### config.mk
export PLATFORM = sky130hd
export DESIGN_NAME = serial_eeprom
export DESIGN_NICKNAME = d
export VERILOG_FILES = /design/src/design/eeprom_pkg.sv /design/src/design/serial_eeprom.sv
export SDC_FILE = /design/constraint.sdc
export NUM_CORES = 2
export LEC_CHECK = 0
export BUFFER_PORTS_ARGS = -buffer_cell sky130_fd_sc_hd__buf_2
export CAP_MARGIN = 0
export CORE_MARGIN = 1.5
export CORE_UTILIZATION = 60
export CTS_CLUSTER_DIAMETER = 50
export CTS_CLUSTER_SIZE = 40
export DETAILED_ROUTE_END_ITERATION = 8
export GPL_TIMING_DRIVEN = 1
export PLACE_DENSITY = 0.83
export SYNTH_ARGS = -nofsm -noshare
export SYNTH_HDL_FRONTEND = slang
export SYNTH_SLANG_ARGS = --single-unit
export TNS_END_PERCENT = 1
### constraint.sdc
create_clock -name clk -period 7.3 [get_ports clk]
set_input_delay 2.19 -clock clk [delete_from_list [all_inputs] [get_ports clk]]
set_output_delay 2.19 -clock clk [all_outputs]
set_load 0.03 [all_outputs]
### src/design/eeprom_pkg.sv
package eeprom_pkg;

  // ----------------------------------------------------------------
  // Geometry
  // ----------------------------------------------------------------
  localparam int          ADDR_W      = 6;
  localparam int          DATA_W      = 16;
  localparam int          WORDS       = 64;
  localparam logic [15:0] ERASED_WORD = 16'hFFFF;

  // ----------------------------------------------------------------
  // Frame layout
  // ----------------------------------------------------------------
  localparam logic [4:0] HDR_LAST  = 5'h07;
  localparam logic [4:0] DATA_LAST = 5'h0F;
  localparam logic [4:0] READ_END  = 5'h10;

  localparam logic [1:0] OPC_EXT   = 2'h0;
  localparam logic [1:0] OPC_WRITE = 2'h1;
  localparam logic [1:0] OPC_READ  = 2'h2;
  localparam logic [1:0] OPC_ERASE = 2'h3;

  localparam logic [1:0] EXT_DISABLE = 2'h0;
  localparam logic [1:0] EXT_WR_ALL  = 2'h1;
  localparam logic [1:0] EXT_ER_ALL  = 2'h2;
  localparam logic [1:0] EXT_ENABLE  = 2'h3;

  // ----------------------------------------------------------------
  // Timing
  // ----------------------------------------------------------------
  localparam int CLK_PERIOD_NS = 10;
  localparam int PROG_TIME_NS  = 10_000_000;
  localparam int PROG_CYCLES   = PROG_TIME_NS / CLK_PERIOD_NS;
  localparam int CNT_W         = 20;

  // ----------------------------------------------------------------
  // Types
  // ----------------------------------------------------------------
  typedef enum logic [2:0] {
    S_WAIT  = 3'h0,
    S_HDR   = 3'h1,
    S_DATA  = 3'h2,
    S_READ  = 3'h3,
    S_ARMED = 3'h4,
    S_DONE  = 3'h5
  } state_e;

  typedef enum logic [2:0] {
    OP_NONE  = 3'h0,
    OP_ERASE = 3'h1,
    OP_WRITE = 3'h2,
    OP_ERASE_ALL_CMD  = 3'h3,
    OP_WRITE_ALL_CMD  = 3'h4
  } prog_op_e;

endpackage : eeprom_pkg

### src/design/serial_eeprom.sv
module serial_eeprom #(
  parameter int unsigned PROG_CYCLES = eeprom_pkg::PROG_CYCLES
) (
  input  wire logic clk,
  input  wire logic rst_n,
  input  wire logic chip_select,
  input  wire logic serial_clock_in,
  input  wire logic serial_in,
  input  wire logic supply_good,
  output logic      serial_out,
  output logic      serial_out_en
);

  // ----------------------------------------------------------------
  // Pin synchronisers: {supply, select, clock, data}
  // ----------------------------------------------------------------
  logic [3:0] pin_meta;
  logic [3:0] pin_sync;
  logic [3:0] pin_dly;

  always_ff @(posedge clk) begin
    if (!rst_n) begin
      pin_meta <= 4'h0;
      pin_sync <= 4'h0;
      pin_dly  <= 4'h0;
    end else begin
      pin_meta <= {supply_good, chip_select, serial_clock_in, serial_in};
      pin_sync <= pin_meta;
      pin_dly  <= pin_sync;
    end
  end

  logic pwr_ok;
  logic cs_hi;
  logic cs_fall;
  logic sk_rise;
  logic sk_fall;
  logic di;

  assign pwr_ok  = pin_sync[3];
  assign cs_hi   = pin_sync[2];
  assign cs_fall = !pin_sync[2] && pin_dly[2];
  assign sk_rise = pin_sync[1] && !pin_dly[1];
  assign sk_fall = !pin_sync[1] && pin_dly[1];
  assign di      = pin_sync[0];

  // ----------------------------------------------------------------
  // Control state
  // ----------------------------------------------------------------
  eeprom_pkg::state_e   state,    next_state;
  eeprom_pkg::prog_op_e pend_op,  next_pend_op;
  logic [4:0]           bit_cnt,  next_bit_cnt;
  logic [7:0]           hdr,      next_hdr;
  logic [15:0]          wdata,    next_wdata;
  logic [15:0]          rdata,    next_rdata;
  logic [5:0]           pend_adr, next_pend_adr;
  logic                 prog_en,  next_prog_en;
  logic                 busy,     next_busy;
  logic [eeprom_pkg::CNT_W-1:0] cnt, next_cnt;
  logic                 status_on, next_status_on;
  logic                 rel,      next_rel;
  logic                 next_serial_out;
  logic                 next_serial_out_en;
  logic                 mem_commit;
  logic [7:0]           nh;

  logic [15:0] mem [eeprom_pkg::WORDS];

  assign nh         = {hdr[6:0], di};
  assign mem_commit = pwr_ok && busy && (cnt == '0);

  always_comb begin
    next_state         = state;
    next_pend_op       = pend_op;
    next_bit_cnt       = bit_cnt;
    next_hdr           = hdr;
    next_wdata         = wdata;
    next_rdata         = rdata;
    next_pend_adr      = pend_adr;
    next_prog_en       = prog_en;
    next_busy          = busy;
    next_cnt           = cnt;
    next_status_on     = status_on;
    next_rel           = rel;
    next_serial_out    = serial_out;
    next_serial_out_en = serial_out_en;

    if (!pwr_ok) begin
      // Supply loss aborts any cycle and drops enable
      next_state         = eeprom_pkg::S_WAIT;
      next_prog_en       = 1'b0;
      next_busy          = 1'b0;
      next_status_on     = 1'b0;
      next_rel           = 1'b0;
      next_serial_out_en = 1'b0;
      next_pend_op       = eeprom_pkg::OP_NONE;
    end else begin
      // Own timer, no serial clock needed
      if (busy) begin
        if (cnt == '0) begin
          next_busy = 1'b0;
        end else begin
          next_cnt = cnt - 1'b1;
        end
      end

      if (!cs_hi) begin
        next_state         = eeprom_pkg::S_WAIT;
        next_serial_out_en = 1'b0;
        next_rel           = 1'b0;
        // Launch only from a complete frame with programming allowed
        if (cs_fall && state == eeprom_pkg::S_ARMED && prog_en && !busy &&
            pend_op != eeprom_pkg::OP_NONE) begin
          next_busy      = 1'b1;
          next_cnt       = eeprom_pkg::CNT_W'(PROG_CYCLES - 1);
          next_status_on = 1'b1;
        end
      end else begin
        if (status_on && state == eeprom_pkg::S_WAIT) begin
          next_serial_out    = !busy;
          next_serial_out_en = 1'b1;
        end
        if (sk_fall && rel) begin
          next_serial_out_en = 1'b0;
          next_status_on     = 1'b0;
          next_rel           = 1'b0;
        end

        unique case (state)
          eeprom_pkg::S_WAIT: begin
            if (sk_rise && di) begin
              if (status_on) begin
                // Dummy one only releases status, it does not open a frame
                next_rel = 1'b1;
              end else if (!busy) begin
                next_state   = eeprom_pkg::S_HDR;
                next_bit_cnt = 5'h00;
              end
            end
          end
          eeprom_pkg::S_HDR: begin
            if (sk_rise) begin
              next_hdr     = nh;
              next_bit_cnt = bit_cnt + 1'b1;
              if (bit_cnt == eeprom_pkg::HDR_LAST) begin
                next_pend_adr = nh[5:0];
                next_bit_cnt  = 5'h00;
                next_pend_op  = eeprom_pkg::OP_NONE;
                next_state    = eeprom_pkg::S_DONE;
                unique case (nh[7:6])
                  eeprom_pkg::OPC_READ: begin
                    next_state         = eeprom_pkg::S_READ;
                    next_rdata         = mem[nh[5:0]];
                    next_serial_out    = 1'b0;
                    next_serial_out_en = 1'b1;
                  end
                  eeprom_pkg::OPC_ERASE: begin
                    next_pend_op = eeprom_pkg::OP_ERASE;
                    next_state   = eeprom_pkg::S_ARMED;
                  end
                  eeprom_pkg::OPC_WRITE: begin
                    next_pend_op = eeprom_pkg::OP_WRITE;
                    next_state   = eeprom_pkg::S_DATA;
                  end
                  eeprom_pkg::OPC_EXT: begin
                    unique case (nh[5:4])
                      eeprom_pkg::EXT_ENABLE:  next_prog_en = 1'b1;
                      eeprom_pkg::EXT_DISABLE: next_prog_en = 1'b0;
                      eeprom_pkg::EXT_ER_ALL: begin
                        next_pend_op = eeprom_pkg::OP_ERASE_ALL_CMD;
                        next_state   = eeprom_pkg::S_ARMED;
                      end
                      eeprom_pkg::EXT_WR_ALL: begin
                        next_pend_op = eeprom_pkg::OP_WRITE_ALL_CMD;
                        next_state   = eeprom_pkg::S_DATA;
                      end
                    endcase
                  end
                endcase
              end
            end
          end
          eeprom_pkg::S_DATA: begin
            if (sk_rise) begin
              next_wdata   = {wdata[14:0], di};
              next_bit_cnt = bit_cnt + 1'b1;
              if (bit_cnt == eeprom_pkg::DATA_LAST) begin
                next_state = eeprom_pkg::S_ARMED;
              end
            end
          end
          eeprom_pkg::S_READ: begin
            if (sk_rise) begin
              next_bit_cnt = bit_cnt + 1'b1;
              if (bit_cnt == eeprom_pkg::READ_END) begin
                next_serial_out_en = 1'b0;
                next_state         = eeprom_pkg::S_DONE;
              end else begin
                next_serial_out = rdata[15];
                next_rdata      = {rdata[14:0], 1'b0};
              end
            end
          end
          eeprom_pkg::S_ARMED, eeprom_pkg::S_DONE: begin
            next_state = state;
          end
        endcase
      end
    end
  end

  always_ff @(posedge clk) begin
    if (!rst_n) begin
      state         <= eeprom_pkg::S_WAIT;
      pend_op       <= eeprom_pkg::OP_NONE;
      bit_cnt       <= 5'h00;
      hdr           <= 8'h00;
      wdata         <= 16'h0000;
      rdata         <= 16'h0000;
      pend_adr      <= 6'h00;
      prog_en       <= 1'b0;
      busy          <= 1'b0;
      cnt           <= '0;
      status_on     <= 1'b0;
      rel           <= 1'b0;
      serial_out    <= 1'b0;
      serial_out_en <= 1'b0;
    end else begin
      state         <= next_state;
      pend_op       <= next_pend_op;
      bit_cnt       <= next_bit_cnt;
      hdr           <= next_hdr;
      wdata         <= next_wdata;
      rdata         <= next_rdata;
      pend_adr      <= next_pend_adr;
      prog_en       <= next_prog_en;
      busy          <= next_busy;
      cnt           <= next_cnt;
      status_on     <= next_status_on;
      rel           <= next_rel;
      serial_out    <= next_serial_out;
      serial_out_en <= next_serial_out_en;
    end
  end

  // ----------------------------------------------------------------
  // Array, committed at the end of the timed cycle
  // ----------------------------------------------------------------
  // Not reset: contents are nonvolatile
  always_ff @(posedge clk) begin
    if (mem_commit) begin
      unique case (pend_op)
        eeprom_pkg::OP_ERASE: mem[pend_adr] <= eeprom_pkg::ERASED_WORD;
        eeprom_pkg::OP_WRITE: mem[pend_adr] <= wdata;
        eeprom_pkg::OP_ERASE_ALL_CMD: begin
          for (int i = 0; i < eeprom_pkg::WORDS; i++) begin
            mem[i] <= eeprom_pkg::ERASED_WORD;
          end
        end
        eeprom_pkg::OP_WRITE_ALL_CMD: begin
          // Write all only clears bits; unerased cells keep their zeros
          for (int i = 0; i < eeprom_pkg::WORDS; i++) begin
            mem[i] <= mem[i] & wdata;
          end
        end
        eeprom_pkg::OP_NONE: begin
        end
      endcase
    end
  end
endmodule : serial_eeprom

======== Word-level counts from Yosys, hierarchy flattened ========
Memories as Yosys holds them, arrays and structs flattened.
Cells that the tools add are included.
storage, ports and cells
  input port bits ......................... 6
  logic and storage cells ................. 359
  memories kept ........................... 1
  output and inout port bits .............. 2
  register bits after elaboration ......... 93
  bits in writable memories ............... 1024
operators by class
  bitwise logic cells ..................... 130
  equal/unequal tests ..................... 31
  mux-type cells .......................... 138
  $add $sub $neg .......................... 2
  reduce and logical (&&, ||, !) cells .... 40
memories
  name  words  bits a word  rd ports  clocked after Yosys merged registers in  wr ports  RTL line             RTL
  mem   64     16           65        0                                        64        serial_eeprom.sv:67  logic [15:0] mem [eeprom_pkg::WORDS];
operators with widths
  kind                     count
  $mux W16                 71
  $and A16 B16 Y16         64
  $mux W20                 4
  $or A1 B1 Y1             65
  $mux W1                  37
  $pmux W16 S2             1
  $mux W5                  6
  $mux W3                  9
  $pmux W3 S4              2
  $logic_not A20 Y1        1
  $sub A20 B1 Y20 const B  1
  $ne A2 B2 Y1 const B     9
  $reduce_and A8 Y1        2
  $reduce_or A16 Y1        1
  $pmux W5 S3              1
  $eq A3 B2 Y1 const B     4
  $logic_and A1 B1 Y1      12
  $pmux W3 S2              2
  $reduce_and A4 Y1        3
  $reduce_and A10 Y1       1
  $eq A3 B3 Y1 const B     3
  $pmux W3 S3              1
  $eq A2 B2 Y1 const B     4
  $ne A2 B1 Y1 const B     4
  other kinds (19)         33

======== Logic depth before layout (Yosys ltp) ========
  depth after elaboration ................. 8
  depth in mapped cells ................... 10

======== Worst setup path after synthesis ========
OpenSTA, ideal clock, no wires.
  path kind ............................... register -> register
  start ................................... register cnt[3] in the netlist's numbering
  end ..................................... memory mem[22][0], enable pin
  stages on the path, launching flop included .. 7
  path slack .............................. 3.745 ns
  clock period less this slack ............ 3.555 ns
  arrival ................................. 3.143 ns
  buffers on the path ..................... 0
  required time ........................... 6.889 ns
  cell sequence ........................... dfxtp_1 -> or4_4 -> nor4b_4 -> nand3_1 -> nor4b_4 -> nand4_1 -> o21ai_0
RTL lines
  element                 RTL line              RTL
  from (decl)             serial_eeprom.sv:59   logic [eeprom_pkg::CNT_W-1:0] cnt, next_cnt;
  from (signal assigned)  serial_eeprom.sv:238  cnt <= next_cnt;
  to (decl)               serial_eeprom.sv:67

==> results_dict.tcl <==
set metrics [dict create \
    status "finished, final reports clean" \
    io_buffer_count 7 \
    grt_max_degree 265 \
    met2_usage_pct 48.8 \
    gp_congestion 0.868 \
    grt_pass1_vias 33900 \
    remaining_drc_errors 0 \
    grt_use_met1_pct 39.1 \
    fillerInstances 5580 \
    path_buf_inv 0 \
    drt_first_iter_violations 4531 \
    postCtsSetupRepairBufs 0 \
    leakagePower_uw 0.0221 \
    antenna_left 0 \
    synth-edff-count 1024 \
    fin_crit_sh_pct 64.8 \
    critPathSlowestCell "o21ai_2" \
    maxCapViolCount 0 \
    finClkSkew_ns 0.0432 \
    cts-root-buf "clkbuf_16" \
    start_kind "flip-flop" \
    yosysTopAreaCell "edfxtp_1" \
    setup_ws_ns 2.57 \
    busiest_layer "met2" \
    die_h_um 298 \
    whs_ns 0.438 \
    num_vias 33900 \
    hold_path_class "reg -> reg" \
    synthDistinctLibCells 58 \
    antenna_found_initial 2 \
    crit_chain "or4_4 > nor4b_4 > nor2b_1 > and4b_1 > nand4_1 > o21ai_2" \
    grt_util_met3_pct 6.61 \
    layout.cells.non_filler 4982 \
    drv_slew 0 \
    grt_setup_unrepaired "no" \
    synthCells 3876 \
    ys_async_sr_fraction_pct 0 \
    synth_nets 3891 \
    endpoint_kind "flip-flop" \
    cts-resized-gates 0 \
    synthToLayoutAreaGrowth_pct 9.05 \
    worst-endpoint-arrival_ns 5.02 \
    die_area_um2 88900 \
    grt.total_usage_pct 30.2 \
    tns_ns 0 \
    ys_ff_latch 1116 \
    rows 108 \
    yosys-top-cells-count "1,024 x edfxtp_1, 1,020 x nor2_1, 571 x a21o_1" \
    fmax_mhz 212 \
    final-hold-violation-count 0 \
    io_pins 8 \
    die_x_um 298 \
    slowest_delay_ns 1.40 \
    dp_cells 4787 \
    drtPass1Iterations 8 \
    cts.clk_slew.worst_paths_ns 0.07 \
    period_needed_ns 4.73 \
    clk_path_buf_depth 3 \
    cts_made_buffers 102 \
    core-area_um2 86600 \
    swShare_pct 21.3 \
    insertion_delay_ns 0.71 \
    wl_um 134000 \
    relSlewSlack_pct 9.49 \
    worst_pin_slew_ns 1.36 \
    required_ns 7.60 \
    critPathMaxFanout 16 \
    layout.nets 3751 \
    setup-violations-final 0 \
    seq_power_share_pct 53.7 \
    clkSinkCount 1116 \
    start_util_pct 60.4 \
    ys.warnings.count 0 \
    power.switching_uw 2730 \
    finalPower_uw 12800 \
    cpLargestDelayFamily "simple AND/OR/NAND/NOR gates" \
    peakVddDrop_v 0.000252 \
    synth_area_per_cell_um2 13.5 \
    ys_seq_area_share_pct 62.3 \
    vias_per_cell 6.80 \
    place_ws_ns 2.84 \
    p_int_uw 10100 \
    htreeDepth 3 \
    grt_pass1_wl_um 204000 \
    clock_power_share_pct 45.8 \
    drive_above_1_share_pct 18.0 \
    ys.flop_type "edfxtp_1" \
    yosys.cell_count.top_type "edfxtp_1" \
    synth_area_um2 52300 \
    critical_path_class "reg -> reg" \
    routedWlPerCell_um 26.9 \
    p_comb_share_pct 0.6 \
    dp_hpwl_um 78700 \
    synth_top_area_share_pct 58.8 \
    overflow 0 \
    synth_area_leaders "edfxtp_1 59%, mux4_2 13%, a21o_1 8.2%" \
    ctsHoldBuffers 0 \
    cts_tree "done" \
    powerDensity_nw_per_um2 225 \
]
-- cell usage in the layout, fill, tap and decap left out, types with 23 or more instances in the layout --
cell type	count
a21o_1	571
a21oi_1	62
a22oi_1	23
buf_4	81
clkbuf_16	106
dfxtp_1	88
edfxtp_1	1024
mux2i_1	44
mux4_2	301
nand2_1	81
nor2_1	1004
o21ai_2	64
-- cells by family after synthesis --
| family | Yosys count | synth area share [%] |
|---|---|---|
| DFF | 1116 | 62.3 |
| and+or+nand+nor | 1223 | 9.45 |
| buffers and inverters | 352 | 2.97 |
| muxes | 346 | 13.8 |
| adders and majority gates | 9 | 0.215 |
| AOI/OAI and AO/OA | 815 | 11.0 |
| xor gates and xnor gates | 15 | 0.251 |
-- final cells by class --
type                       count  area, µm²  area share (%)
sequential                  1116      32600            57.2
antenna                        1       2.50         0.00439
inverter                      14       52.6          0.0922
clock buffer                 116       2720            4.77
timing repair buffer          94        763            1.34
tap                         1155       1450            2.53
clock inverter                78        978            1.72
multi-input combinational   2408      18500            32.4
-- metal layers --
layer / wire [µm] / part of all wire [%]
met1: 46900 / 35
met2: 64200 / 48
met3: 15800 / 12
met4: 7060 / 5.3
met5: 13 / 0.0097
-- worst register-to-register path, stage by stage (launching register included) --
cell and delay (ns):
dfxtp_1 0.34, or4_4 0.59, nor4b_4 0.36, nor2b_1 0.35
and4b_1 0.33, nand4_1 0.95, o21ai_2 1.41
-- metrics by stage --
step	utilization (%)	cell area, µm²
final	65.8	57000
after detailed placement	61.6	53300
after global routing	65.8	57000
after floorplan	-	52300
after CTS	65.8	57000
after global placement	61.6	53300
-- flip-flops by register name, summed over array words and instances (netlist names) --
name / count
wdata: 16
busy: 1
mem: 1024
serial_out_en: 1
pin_dly: 2
pin_sync: 4
pend_op: 3
pin_meta: 4
rel: 1
bit_cnt: 5
pend_adr: 6
state: 3
serial_out: 1
cnt: 20
status_on: 1
rdata: 16
hdr: 7
prog_en: 1
-- final timing paths --
| check | startpoint | endpoint | slack [ns] | depth (start not counted) |
|---|---|---|---|---|
| worst max register to register | cnt[3]$_SDFFE_PN0P_ | mem[63][14]$_DFFE_PP_ | 2.57 | 6 |
| worst max-delay path | cnt[3]$_SDFFE_PN0P_ | mem[63][14]$_DFFE_PP_ | 2.57 | 6 |
| worst min-delay path | pin_meta[3]$_SDFF_PN0_ | pin_sync[3]$_SDFF_PN0_ | 0.44 | 1 |
| worst min register to register | pin_meta[3]$_SDFF_PN0_ | pin_sync[3]$_SDFF_PN0_ | 0.44 | 1 |
-- power by group through the flow --
stage	clock network, µW	registers [µW]	logic (µW)
after global routing	6100	6870	80.0
after global placement	0	7010	75.0
after floorplan	0	7010	66.0
final	5860	6870	74.3
after CTS	5880	6870	75.6
after detailed placement	0	7010	75.4
No activity file was read; power rests on OpenSTA's default activity.
